### src/rtl/dtu_pkg.sv
// Package for the dual timer unit: register offsets, bit positions and reset values.
// Assumes a 32-bit Avalon-MM slave with byte addresses, one register per aligned word.
package dtu_pkg;
  localparam logic [5:0] OFS_POWER_CTRL = 6'h00;
  localparam logic [5:0] OFS_UP_MODE = 6'h04;
  localparam logic [5:0] OFS_UP_COUNT = 6'h08;
  localparam logic [5:0] OFS_DOWN_CTRL_A = 6'h0c;
  localparam logic [5:0] OFS_DOWN_CTRL_B = 6'h10;
  localparam logic [5:0] OFS_RELOAD_HIGH = 6'h14;
  localparam logic [5:0] OFS_RELOAD_LOW = 6'h18;
  localparam logic [5:0] OFS_DOWN_PRE_CNT = 6'h1c;
  localparam logic [5:0] OFS_IRQ_ENABLE = 6'h20;
  localparam logic [5:0] OFS_IRQ_FLAG = 6'h24;
  // Power/control register bits.
  localparam int BIT_UP_RUN = 0;
  localparam int BIT_GIE = 7;
  // Up timer mode register bits.
  localparam int BIT_UP_LOWCLK = 7;
  localparam int BIT_UP_SRC = 5;
  localparam int BIT_UP_EDGE = 4;
  localparam int BIT_PRE_ASSIGN = 3;
  // Down timer control A bits.
  localparam int BIT_DN_HIRC = 3;
  localparam int BIT_DN_ONESHOT = 2;
  localparam int BIT_DN_RELOAD = 1;
  localparam int BIT_DN_RUN = 0;
  // Down timer control B bits.
  localparam int BIT_DN_SRC = 5;
  localparam int BIT_DN_EDGE = 4;
  localparam int BIT_DN_PRE_EN_N = 3;
  // Reload high bits and interrupt bits.
  localparam int BIT_RLD_HI = 4;
  localparam int BIT_IRQ_UP = 0;
  localparam int BIT_IRQ_DOWN = 3;
  // Reset values and the down counter full-scale reload value.
  localparam logic [7:0] RST_POWER_CTRL = 8'h00;
  localparam logic [7:0] RST_UP_MODE = 8'h08;
  localparam logic [7:0] RST_DOWN_CTRL_A = 8'h00;
  localparam logic [7:0] RST_DOWN_CTRL_B = 8'h08;
  localparam logic [9:0] DOWN_FULL_SCALE = 10'h3ff;
endpackage : dtu_pkg

### src/rtl/dtu_edge_sync.sv
// Two-flop synchroniser with selectable edge detector for one timer clock source.
// Assumes the source is asynchronous to sys_clk and much slower than it.
module dtu_edge_sync (
  // Clock and reset.
  input wire logic sys_clk,
  input wire logic nrst,
  // Source and edge choice.
  input wire logic src_in,
  input wire logic fall_sel,
  // Synchronised level and edge pulse.
  output logic level_out,
  output logic edge_pulse
);
  logic meta_reg;
  logic sync_reg;
  logic prev_reg;

  always_ff @(posedge sys_clk or negedge nrst) begin
    if (!nrst) begin
      meta_reg <= 1'b0;
      sync_reg <= 1'b0;
      prev_reg <= 1'b0;
    end else begin
      meta_reg <= src_in;
      sync_reg <= meta_reg;
      prev_reg <= sync_reg;
    end
  end

  assign level_out = sync_reg;
  assign edge_pulse = fall_sel ? (prev_reg & ~sync_reg) : (~prev_reg & sync_reg);
endmodule : dtu_edge_sync

### src/rtl/dtu_prescaler.sv
// Power-of-two prescaler: counts input ticks and emits one tick per 2^(ratio+1).
// Assumes tick_in is a one-cycle pulse in the sys_clk domain.
module dtu_prescaler #(
  parameter int WIDTH = 8
) (
  // Clock and reset.
  input wire logic sys_clk,
  input wire logic nrst,
  // Control.
  input wire logic clear,
  input wire logic [2:0] ratio,
  input wire logic tick_in,
  // Outputs.
  output logic tick_out,
  output logic [WIDTH-1:0] count
);
  logic [WIDTH-1:0] mask;

  // Ratio 0 gives 1:2, ratio 7 gives 1:256.
  assign mask = WIDTH'((9'h002 << ratio) - 9'h001);
  assign tick_out = tick_in && ((count & mask) == mask);

  always_ff @(posedge sys_clk or negedge nrst) begin
    if (!nrst) begin
      count <= '0;
    end else if (clear) begin
      count <= '0;
    end else if (tick_in) begin
      count <= count + WIDTH'(1);
    end
  end
endmodule : dtu_prescaler

### src/rtl/dtu_timer_unit.sv
// Dual timer unit: an 8-bit up timer with shared prescaler and a 10-bit down timer.
// Assumes an Avalon-MM master on sys_clk, and asynchronous pin and oscillator clocks.
//
// Local design decisions: the address map and register access over Avalon-MM.
module dtu_timer_unit
  import dtu_pkg::*;
(
  // Clock and reset.
  input wire logic sys_clk,
  input wire logic nrst,
  // Avalon-MM slave.
  input wire logic [5:0] avs_address,
  input wire logic avs_read,
  input wire logic avs_write,
  input wire logic [31:0] avs_writedata,
  input wire logic [3:0] avs_byteenable,
  output logic [31:0] avs_readdata,
  output logic avs_waitrequest,
  // Clock sources.
  input wire logic instr_clk_tick,
  input wire logic ext_timer_clk_pin,
  input wire logic internal_low_rc_osc,
  input wire logic internal_high_rc_osc,
  // Outputs to other blocks.
  output logic up_timer_irq,
  output logic down_timer_irq,
  output logic down_timer_unf,
  output logic shared_prescaler_tick
);
  logic [7:0] power_ctrl_reg;
  logic [7:0] up_timer_mode_reg;
  logic [7:0] down_timer_ctrl_a;
  logic [7:0] down_timer_ctrl_b;
  logic [7:0] reload_high_bits;
  logic [7:0] down_reload_low;
  logic [9:0] reload_buf_reg;
  logic [7:0] up_count_reg;
  logic [9:0] down_count_reg;
  logic down_done_reg;
  logic [7:0] irq_flag_reg;
  logic [7:0] irq_enable_reg;
  logic ack_reg;
  logic [31:0] rdata_reg;

  logic wr_en;
  logic wr_low_lane;
  logic up_timer_run;
  logic up_timer_src_sel;
  logic up_timer_lowclk_sel;
  logic up_timer_edge_sel;
  logic shared_prescaler_assign;
  logic [2:0] shared_prescaler_ratio;
  logic down_timer_run;
  logic down_timer_hirc_sel;
  logic down_timer_oneshot;
  logic down_timer_reload_sel;
  logic down_timer_src_sel;
  logic down_timer_edge_sel;
  logic down_prescaler_en_n;
  logic [2:0] down_prescaler_ratio;
  logic [7:0] down_prescaler_count;
  logic global_irq_en;
  logic pin_fall_edge;
  logic pin_rise_edge;
  logic lrc_fall_edge;
  logic lrc_rise_edge;
  logic hrc_edge;
  logic up_src_tick;
  logic up_pre_tick;
  logic up_tick;
  logic down_src_tick;
  logic down_pre_tick;
  logic down_tick;
  logic up_ovf;
  logic down_unf;
  logic pre_clear;
  logic [7:0] up_count_next;
  logic [9:0] down_count_next;

  assign up_timer_run = power_ctrl_reg[BIT_UP_RUN];
  assign global_irq_en = power_ctrl_reg[BIT_GIE];
  assign up_timer_lowclk_sel = up_timer_mode_reg[BIT_UP_LOWCLK];
  assign up_timer_src_sel = up_timer_mode_reg[BIT_UP_SRC];
  assign up_timer_edge_sel = up_timer_mode_reg[BIT_UP_EDGE];
  assign shared_prescaler_assign = up_timer_mode_reg[BIT_PRE_ASSIGN];
  assign shared_prescaler_ratio = up_timer_mode_reg[2:0];
  assign down_timer_hirc_sel = down_timer_ctrl_a[BIT_DN_HIRC];
  assign down_timer_oneshot = down_timer_ctrl_a[BIT_DN_ONESHOT];
  assign down_timer_reload_sel = down_timer_ctrl_a[BIT_DN_RELOAD];
  assign down_timer_run = down_timer_ctrl_a[BIT_DN_RUN];
  assign down_timer_src_sel = down_timer_ctrl_b[BIT_DN_SRC];
  assign down_timer_edge_sel = down_timer_ctrl_b[BIT_DN_EDGE];
  assign down_prescaler_en_n = down_timer_ctrl_b[BIT_DN_PRE_EN_N];
  assign down_prescaler_ratio = down_timer_ctrl_b[2:0];

  // Every access answers one cycle after it is presented.
  assign avs_waitrequest = (avs_read | avs_write) & ~ack_reg;
  assign wr_en = avs_write & ~avs_waitrequest;
  assign wr_low_lane = wr_en & avs_byteenable[0];
  assign avs_readdata = rdata_reg;

  always_ff @(posedge sys_clk or negedge nrst) begin
    if (!nrst) begin
      ack_reg <= 1'b0;
    end else begin
      ack_reg <= (avs_read | avs_write) & ~ack_reg;
    end
  end

  // The one pin feeds both timers, each edge sense synchronised once.
  dtu_edge_sync u_pin_fall (
    .sys_clk(sys_clk),
    .nrst(nrst),
    .src_in(ext_timer_clk_pin),
    .fall_sel(1'b1),
    .level_out(),
    .edge_pulse(pin_fall_edge)
  );

  dtu_edge_sync u_pin_rise (
    .sys_clk(sys_clk),
    .nrst(nrst),
    .src_in(ext_timer_clk_pin),
    .fall_sel(1'b0),
    .level_out(),
    .edge_pulse(pin_rise_edge)
  );

  dtu_edge_sync u_lrc_fall (
    .sys_clk(sys_clk),
    .nrst(nrst),
    .src_in(internal_low_rc_osc),
    .fall_sel(1'b1),
    .level_out(),
    .edge_pulse(lrc_fall_edge)
  );

  dtu_edge_sync u_lrc_rise (
    .sys_clk(sys_clk),
    .nrst(nrst),
    .src_in(internal_low_rc_osc),
    .fall_sel(1'b0),
    .level_out(),
    .edge_pulse(lrc_rise_edge)
  );

  // High RC faster than sys_clk loses edges; it is sampled like any other source.
  dtu_edge_sync u_hrc (
    .sys_clk(sys_clk),
    .nrst(nrst),
    .src_in(internal_high_rc_osc),
    .fall_sel(1'b0),
    .level_out(),
    .edge_pulse(hrc_edge)
  );

  always_comb begin
    if (!up_timer_src_sel) begin
      up_src_tick = instr_clk_tick;
    end else if (!up_timer_lowclk_sel) begin
      up_src_tick = up_timer_edge_sel ? pin_fall_edge : pin_rise_edge;
    end else begin
      up_src_tick = up_timer_edge_sel ? lrc_fall_edge : lrc_rise_edge;
    end
  end

  // Write of 0 to the assign bit clears the shared prescaler.
  assign pre_clear = wr_low_lane && (avs_address == OFS_UP_MODE[5:0]) &&
                     !avs_writedata[BIT_PRE_ASSIGN];

  dtu_prescaler #(
    .WIDTH(8)
  ) u_shared_pre (
    .sys_clk(sys_clk),
    .nrst(nrst),
    .clear(pre_clear),
    .ratio(shared_prescaler_ratio),
    .tick_in(up_src_tick),
    .tick_out(up_pre_tick),
    .count()
  );

  assign shared_prescaler_tick = up_pre_tick;
  assign up_tick = shared_prescaler_assign ? up_src_tick : up_pre_tick;

  always_comb begin
    if (down_timer_hirc_sel) begin
      down_src_tick = hrc_edge;
    end else if (down_timer_src_sel) begin
      down_src_tick = down_timer_edge_sel ? pin_fall_edge : pin_rise_edge;
    end else begin
      down_src_tick = instr_clk_tick;
    end
  end

  dtu_prescaler #(
    .WIDTH(8)
  ) u_down_pre (
    .sys_clk(sys_clk),
    .nrst(nrst),
    .clear(!down_timer_run),
    .ratio(down_prescaler_ratio),
    .tick_in(down_src_tick),
    .tick_out(down_pre_tick),
    .count(down_prescaler_count)
  );

  assign down_tick = down_prescaler_en_n ? down_src_tick : down_pre_tick;

  // Control registers.
  always_ff @(posedge sys_clk or negedge nrst) begin
    if (!nrst) begin
      power_ctrl_reg <= RST_POWER_CTRL;
      up_timer_mode_reg <= RST_UP_MODE;
      down_timer_ctrl_a <= RST_DOWN_CTRL_A;
      down_timer_ctrl_b <= RST_DOWN_CTRL_B;
      reload_high_bits <= 8'h00;
      down_reload_low <= 8'h00;
      irq_enable_reg <= 8'h00;
    end else if (wr_low_lane) begin
      case (avs_address)
        OFS_POWER_CTRL[5:0]: power_ctrl_reg <= avs_writedata[7:0];
        OFS_UP_MODE[5:0]: up_timer_mode_reg <= avs_writedata[7:0];
        OFS_DOWN_CTRL_A[5:0]: down_timer_ctrl_a <= avs_writedata[7:0];
        OFS_DOWN_CTRL_B[5:0]: down_timer_ctrl_b <= avs_writedata[7:0];
        OFS_RELOAD_HIGH[5:0]: reload_high_bits <= avs_writedata[7:0];
        OFS_RELOAD_LOW[5:0]: down_reload_low <= avs_writedata[7:0];
        OFS_IRQ_ENABLE: irq_enable_reg <= avs_writedata[7:0];
        default: ;
      endcase
    end
  end

  // Up counter.
  assign up_ovf = up_timer_run && up_tick && (up_count_reg == 8'hff);

  always_comb begin
    up_count_next = up_count_reg;
    if (wr_low_lane && (avs_address == OFS_UP_COUNT[5:0])) begin
      up_count_next = avs_writedata[7:0];
    end else if (up_timer_run && up_tick) begin
      up_count_next = up_count_reg + 8'h01;
    end
  end

  always_ff @(posedge sys_clk or negedge nrst) begin
    if (!nrst) begin
      up_count_reg <= 8'h00;
    end else begin
      up_count_reg <= up_count_next;
    end
  end

  // The low byte write commits the 10-bit reload; high bits must already be in place.
  always_ff @(posedge sys_clk or negedge nrst) begin
    if (!nrst) begin
      reload_buf_reg <= 10'h000;
    end else if (wr_low_lane && (avs_address == OFS_RELOAD_LOW[5:0])) begin
      reload_buf_reg <= {reload_high_bits[BIT_RLD_HI+1:BIT_RLD_HI], avs_writedata[7:0]};
    end
  end

  // Down counter.
  assign down_unf = down_timer_run && !down_done_reg && down_tick &&
                    (down_count_reg == 10'h000);
  assign down_timer_unf = down_unf;

  always_comb begin
    down_count_next = down_count_reg;
    if (wr_low_lane && (avs_address == OFS_RELOAD_LOW[5:0]) && !down_timer_run) begin
      down_count_next = {reload_high_bits[BIT_RLD_HI+1:BIT_RLD_HI], avs_writedata[7:0]};
    end else if (down_unf) begin
      if (down_timer_oneshot) begin
        down_count_next = 10'h000;
      end else if (down_timer_reload_sel) begin
        down_count_next = reload_buf_reg;
      end else begin
        down_count_next = DOWN_FULL_SCALE;
      end
    end else if (down_timer_run && !down_done_reg && down_tick) begin
      down_count_next = down_count_reg - 10'h001;
    end
  end

  always_ff @(posedge sys_clk or negedge nrst) begin
    if (!nrst) begin
      down_count_reg <= 10'h000;
      down_done_reg <= 1'b0;
    end else begin
      down_count_reg <= down_count_next;
      if (!down_timer_run) begin
        down_done_reg <= 1'b0;
      end else if (down_unf && down_timer_oneshot) begin
        down_done_reg <= 1'b1;
      end
    end
  end

  // Interrupt flags: an event in the clearing cycle wins.
  always_ff @(posedge sys_clk or negedge nrst) begin
    if (!nrst) begin
      irq_flag_reg <= 8'h00;
    end else begin
      if (wr_low_lane && (avs_address == OFS_IRQ_FLAG[5:0])) begin
        irq_flag_reg <= irq_flag_reg & avs_writedata[7:0];
      end
      if (up_ovf) begin
        irq_flag_reg[BIT_IRQ_UP] <= 1'b1;
      end
      if (down_unf) begin
        irq_flag_reg[BIT_IRQ_DOWN] <= 1'b1;
      end
    end
  end

  assign up_timer_irq = irq_flag_reg[BIT_IRQ_UP] & irq_enable_reg[BIT_IRQ_UP] &
                        global_irq_en;
  assign down_timer_irq = irq_flag_reg[BIT_IRQ_DOWN] & irq_enable_reg[BIT_IRQ_DOWN] &
                          global_irq_en;

  // Read data, captured on the request cycle; unmapped offsets read zero.
  always_ff @(posedge sys_clk or negedge nrst) begin
    if (!nrst) begin
      rdata_reg <= 32'h0000_0000;
    end else if (avs_read && !ack_reg) begin
      case (avs_address)
        OFS_POWER_CTRL[5:0]: rdata_reg <= {24'h000000, power_ctrl_reg};
        OFS_UP_MODE[5:0]: rdata_reg <= {24'h000000, up_timer_mode_reg};
        OFS_UP_COUNT[5:0]: rdata_reg <= {24'h000000, up_count_reg};
        OFS_DOWN_CTRL_A[5:0]: rdata_reg <= {24'h000000, down_timer_ctrl_a};
        OFS_DOWN_CTRL_B[5:0]: rdata_reg <= {24'h000000, down_timer_ctrl_b};
        OFS_RELOAD_HIGH[5:0]: rdata_reg <= {24'h000000, reload_high_bits};
        OFS_RELOAD_LOW[5:0]: rdata_reg <= {22'h0, down_count_reg};
        OFS_DOWN_PRE_CNT[5:0]: rdata_reg <= {24'h000000, down_prescaler_count};
        OFS_IRQ_FLAG[5:0]: rdata_reg <= {24'h000000, irq_flag_reg};
        OFS_IRQ_ENABLE: rdata_reg <= {24'h000000, irq_enable_reg};
        default: rdata_reg <= 32'h0000_0000;
      endcase
    end
  end
endmodule : dtu_timer_unit

### config.mk
export PLATFORM = sky130hd
export DESIGN_NAME = dtu_timer_unit
export DESIGN_NICKNAME = d
export VERILOG_FILES = /design/src/rtl/dtu_pkg.sv /design/src/rtl/dtu_edge_sync.sv /design/src/rtl/dtu_prescaler.sv /design/src/rtl/dtu_timer_unit.sv
export SDC_FILE = /design/constraint.sdc
export NUM_CORES = 1
export LEC_CHECK = 0
export ABC_AREA = 1
export BUFFER_PORTS_ARGS = -buffer_cell sky130_fd_sc_hd__buf_2
export CORE_MARGIN = 5
export CORE_UTILIZATION = 40
export CTS_CLUSTER_SIZE = 25
export DETAILED_ROUTE_END_ITERATION = 6
export GPL_TIMING_DRIVEN = 0
export PLACE_DENSITY_LB_ADDON = 0.3
export SYNTH_ARGS = -nofsm -noshare
export SYNTH_HDL_FRONTEND = slang
export SYNTH_HIERARCHICAL = 1
export SYNTH_SLANG_ARGS = --single-unit
### constraint.sdc
create_clock -name sys_clk -period 2.95 [get_ports sys_clk]
set_input_delay 0.1475 -clock sys_clk [delete_from_list [all_inputs] [get_ports sys_clk]]
set_output_delay 0.1475 -clock sys_clk [all_outputs]
set_load 0.02 [all_outputs]
==> flow_metrics.tcl, run 1 <==
set metrics [dict create \
    status "finished, final reports clean" \
    worst_pin_slew_ns 0.633 \
    drv_cap 0 \
    synth_cells 927 \
    drt-initial-drc-count 532 \
    final_nets 1078 \
    finalSetupTns_ns 0 \
    die_w_um 142 \
    worstHoldStart "avs_write" \
    gp_routability_congestion 0.873 \
    drt_wl_total_mm 18.2 \
    vias 6130 \
    clock.fmax_ghz 0.369 \
    synth_top_area_share_pct 45.1 \
    powerDensity_nw_per_um2 599 \
    ioPinCount 87 \
    power.total_uw 4940 \
    fin_crit_sh_pct 91.8 \
    finalSetupViolCount 0 \
    rsz0062_at_grt "no" \
    post-dp-hpwl_mm 13.2 \
    ys_top_cells_by_area "dfrtp_1 (45%), nand2_1 (15%), o21ai_0 (6.6%), inv_1 (5.8%), nand3_1 (5.0%)" \
    pwr-share-comb_pct 14.9 \
    max-slew-margin-rel_pct 57.6 \
    utilization_pct 48.0 \
    hold_viol_final 0 \
    synth_xor_area_share_pct 1.64 \
    synthMuxAreaShare_pct 0 \
    ant_nets 0 \
    grt_pass1_vias 5841 \
    cts.sinks 127 \
    antenna_found_initial 0 \
    start_util_pct 40.4 \
    cp_max_fo 9 \
    drive_gt1_share_pct 14.9 \
    clk_path_buf_depth 2 \
    io_buffers 37 \
    wl_per_cell_um 14.5 \
    grt_pass1_wl_mm 29.9 \
    die_area_um2 20100 \
    pwr-share-clk_pct 43.8 \
    die_h_um 142 \
    synth_seq_area_share_pct 45.9 \
    drt_first_pass_iters 5 \
    crit_path_end_kind "output port" \
    p_seq_share_pct 41.3 \
    final_common_cell "nand2_1" \
    placementRows 48 \
    leakage_uw 0.00420 \
    drcViolationCount 0 \
    synth_warnings 6 \
    cts_root_buffer "clkbuf_16" \
    num_antenna_cells 0 \
    cts_tree "built" \
    crit_start "down_timer_ctrl_b[1]" \
    routed_via_density 4.87 \
    synth_compound_area_share_pct 11.1 \
    synthSimpleGateAreaFrac_pct 30.1 \
    ys_types 38 \
    fin_crit_ns 2.71 \
    final_cell_mix "nand2_1 (275), dfrtp_1 (124), inv_1 (106)" \
    ir_drop_v 0.000303 \
    core_um2 17200 \
    hold_path_class "input port to flop" \
    startpoint_type "flop" \
    synth_area_leader_cell "dfrtp_1" \
    arrival_ns 2.56 \
    swShare_pct 28.2 \
    ys_ff_latch 127 \
    finClkSkew_ns 0.00798 \
    power.switching_uw 1390 \
    clk_pin_slew_ns 0.06 \
    place_inst 1220 \
    grt_max_degree 95 \
    synth_top_family_by_area "simple AND/OR/NAND/NOR gates" \
    clock_latency_ns 0.43 \
    syn2layout_area_growth_pct 18.9 \
    drv_slew 0 \
    stdcell_count 1260 \
    track_usage_pct 19.0 \
    intPower_uw 3550 \
    worst-setup-path-type "flop to output port" \
    synth_area_um2 6940 \
    grt_overflow_total 0 \
    cp.required_ns 2.80 \
    reg2reg_from "u_pin_fall/level_out" \
    synth-adder-area-share_pct 1.08 \
    synth.avg_cell_area_um2 7.48 \
    cts_buffers 17 \
    h-tree-depth 4 \
]
[stage by stage]
step	area [um^2]	setup WS [ns]	hold slack (ns)
3_5_place_dp	7550	0.205	0.0608
4_1_cts	8220	0.0279	0.00510
2_1_floorplan	7050	0.662	-0.148
6_report	8250	0.241	0.00184
5_1_grt	8250	0.0126	0.0328
3_3_place_gp	7520	0.0113	0.258
[logic make-up after synthesis]
family / Yosys count
DFF: 127
and+or+nand+nor: 481
adders and majority gates: 6
xor gates and xnor gates: 13
buffers and inverters: 156
other: 2
AOI/OAI and AO/OA: 142
[power groups by stage]
stage | clock network, uW | logic, uW | registers, uW
after floorplan | 0 | 517 | 2040
after global routing | 2270 | 844 | 2070
final | 2160 | 734 | 2040
after global placement | 0 | 701 | 2070
after CTS | 2190 | 733 | 2040
after detailed placement | 0 | 724 | 2070
[path summary, 6_finish.rpt]
kind / to / slack [ns] / cells past startpoint
min reg2reg: u_pin_fall/level_out / 0.34 / 0
min in group asynchronous: u_hrc/meta_reg / 0.18 / 2
min: ack_reg / 0.002 / 3
max reg2reg: up_count_reg[4] / 0.41 / 20
max: down_timer_unf / 0.24 / 14
max in group asynchronous: up_timer_mode_reg[3] / 2.00 / 3
[synthesized netlist by cell type, drive strengths merged]
library cell	n
a31oi	2
o2bb2ai	1
a32oi	4
conb	2
o21ai	102
ha	6
o311ai	3
nand2	285
a21oi	17
xnor2	3
buf	29
a211oi	2
o21a	1
nand4	16
o21bai	2
inv	120
o31ai	2
nor3	4
nand3	72
nor2	104
clkbuf	7
dfrtp	125
dfstp	2
o22ai	4
o211ai	2
xor2	10
[repair_timing]
item	4_1_cts	5_1_grt
endpoints found under the setup margin	1	3
resized for setup	1	7
pin swaps	2	7
hold buffers	5	0
setup buffers	2	1
gates cloned	0	0
endpoints found under the hold margin	39	0
[area by class of cell]
class                      count  area [um^2]
clock buffer                  21          470
fill                        1694         8930
clock inverter                11          136
inverter                     120          455
tap                          225          282
buffer                        36          245
timing repair buffer          46          298
multi-input combinational    674         3180
sequential                   127         3180
[worst max-delay path: stages (launching register included)]
cell and delay, ns:
dfrtp_2 0.48, nor2_2 0.18, nand2_2 0.07, ha_1 0.28, nor2_1 0.04, nor2_2 0.10, nand2_1 0.05, nor2_1 0.10
nand2_1 0.09, nor2_2 0.15, nor2_2 0.06, nor3_4 0.13, nand4_1 0.17, inv_1 0.11, buf_6 0.12
[metal layers]
| metal | GRT usage, % | share of wire (%) | vias to the layer above |
|---|---|---|---|
| met4 | 8.89 | 3.2 | 0 |
| met3 | 3.74 | 6.0 | 42 |
| met5 | 0 | 0 | - |
| met2 | 29.6 | 46 | 174 |
| met1 | 25.4 | 45 | 2800 |
| li1 | - | - | 3114 |
Power figures use the tool's default switching activity.
==> run 2: changes to the inputs <==
Clock period 2.95 ns to 3 ns, I/O delays scaled along.
==> run 2 against run 1 <==
  * Largest power group unchanged
  * Critical endpoint unchanged
  * Combinational power down 2%
  * Clock skew about the same
  * First-iteration DRC count down 9.8%
  * Core utilization about the same
  * Critical path type unchanged
  * Highest routed layer unchanged
  * Final area about the same
  * Hold slack better by 0.0029 ns
==> flow_metrics.tcl, run 2 (synthesized netlist as in run 1, its figures left out) <==
set metrics [dict create \
    status "finished, final reports clean" \
    utilization_pct 48.0 \
    io_buffers 37 \
    drive_gt1_share_pct 14.8 \
    wl_per_cell_um 14.5 \
    antenna_found_initial 0 \
    ant_nets 0 \
    post-dp-hpwl_mm 13.2 \
    die_h_um 142 \
    clk_pin_slew_ns 0.05 \
    clock_latency_ns 0.43 \
    crit_path_max_incr_delay_ns 0.39 \
    gp_routability_congestion 0.873 \
    fin_crit_ns 2.70 \
    path_delay_family "simple AND/OR/NAND/NOR gates" \
    syn2layout_area_growth_pct 18.8 \
    hold_path_class "input port to flop" \
    pwr-share-clk_pct 43.8 \
    crit_buf_inv 6 \
    multi_input_area_um2 3180 \
    cp_common_cell "nand2_1" \
    worst_pin_slew_ns 0.631 \
    h-tree-depth 4 \
    drt_wl_total_mm 18.2 \
    grt_pass1_wl_mm 29.9 \
    die_w_um 142 \
    crit_chain "inv_1 > nand3_1 > nand2_1 > inv_1 > nand2_1 > nand3_1 > nand2_1 > nand2_2 > inv_2 > inv_1 > nor2_2 > nand2_1 > nor2_1 > nand2_1 > nor2_2 > nor2_1 > nor3_4 > nand4_1 > inv_1 > buf_4" \
    swShare_pct 28.2 \
    crit_path_end_kind "output port" \
    stdcell_count 1260 \
    worst-setup-path-type "flop to output port" \
    slowest_stage "dfrtp_1" \
    rsz0062_at_grt "no" \
    cts_buffers 17 \
    cp.required_ns 2.85 \
    final_cell_mix "nand2_1 (275), dfrtp_1 (124), inv_1 (106)" \
    die_area_um2 20100 \
    cts.sinks 127 \
    intPower_uw 3490 \
    max-slew-margin-rel_pct 57.7 \
    worst_hold_slack_ns 0.00470 \
    start_util_pct 40.4 \
    drcViolationCount 0 \
    finClkSkew_ns 0.00825 \
    nFillCells 1696 \
    fin_crit_sh_pct 90.1 \
    num_antenna_cells 0 \
    finalSetupTns_ns 0 \
    ir_drop_v 0.000298 \
    track_usage_pct 19.0 \
    seq_area_um2 3180 \
    startpoint_type "flop" \
    power.switching_uw 1370 \
    drv_cap 0 \
    cts_tree "built" \
    drt_first_pass_iters 5 \
    cts_root_buffer "clkbuf_16" \
    drt-initial-drc-count 480 \
    p_seq_share_pct 41.3 \
    pwr-share-comb_pct 14.9 \
    cp_max_fo 3 \
    leakage_uw 0.00420 \
    hold_viol_final 0 \
    drv_slew 0 \
    routed_via_density 4.84 \
    grt_overflow_total 0 \
    clock.fmax_ghz 0.370 \
    place_inst 1220 \
    grt_pass1_vias 5844 \
    clk_path_buf_depth 2 \
    arrival_ns 2.55 \
    placementRows 48 \
    final_nets 1078 \
    final_common_cell "nand2_1" \
    power.total_uw 4860 \
    powerDensity_nw_per_um2 590 \
    vias 6098 \
    grt_max_degree 95 \
    core_um2 17200 \
    ioPinCount 87 \
    finalSetupViolCount 0 \
]
==> run 2: final timing paths <==
kind	startpoint	endpoint	slack, ns	cells after the start
setup / recovery	u_pin_fall/level_out	down_timer_unf	0.30	20
hold / removal	avs_write	ack_reg	0.005	3
setup reg to reg	u_pin_fall/level_out	up_count_reg[4]	0.45	20
hold reg to reg	u_pin_fall/meta_reg	u_pin_fall/level_out	0.34	0
max in group asynchronous	nrst	up_timer_mode_reg[3]	2.05	3
min in group asynchronous	nrst	u_hrc/meta_reg	0.18	2
==> run 2: worst register-to-register path, cell delays in order (launching register included) <==
cell and delay (ns):
dfrtp_1 0.39, inv_1 0.06, nand3_1 0.06, nand2_1 0.06, inv_1 0.06, nand2_1 0.05
o211ai_1 0.08, nand2_1 0.07, nand2_1 0.06, nand2_1 0.19, inv_1 0.11, nor2_1 0.11
nand2_1 0.05, nor2_1 0.07, nand2_1 0.05, nor2_1 0.17, o21a_1 0.24, nand2_2 0.16
nand2_1 0.24, o21ai_0 0.13, nand2_1 0.07
==> run 2: power groups by stage <==
stage          Clock, uW  Combinational, uW  Sequential [uW]
2_1_floorplan          0                509             2000
3_3_place_gp           0                689             2030
3_5_place_dp           0                712             2030
4_1_cts             2150                720             2010
5_1_grt             2230                829             2030
6_report            2130                722             2010
==> run 2: area by class of cell <==
class | instances | share of cell area [%]
timing repair buffer | 46 | 3.57
inverter | 120 | 5.53
clock inverter | 11 | 1.66
buffer | 36 | 2.98
multi-input combinational | 674 | 38.5
clock buffer | 21 | 5.71
tap | 225 | 3.42
sequential | 127 | 38.6
==> run 2: what timing repair did <==
item | in CTS | in global routing
setup endpoints to repair | 1 | 11
hold endpoints to repair | 39 | 0
pin swaps | 2 | 1
hold buffers | 5 | 0
gates resized for setup | 0 | 6
setup buffers | 2 | 1
==> run 2: per-layer routing <==
layer	wire length [um]	vias up	global-route usage [%]
met2	8380	158	29.6
met4	591	0	9.04
met3	1080	39	3.81
met5	0	-	0
met1	8160	2792	25.3
li1	-	3109	-
==> run 2: through the flow <==
step	worst slack [ns]	instance area (um^2)
floorplan	0.712	7050
global placement	0.0588	7520
detailed placement	0.253	7550
CTS	0.00479	8220
global route	0.0229	8240
finish	0.297	8240
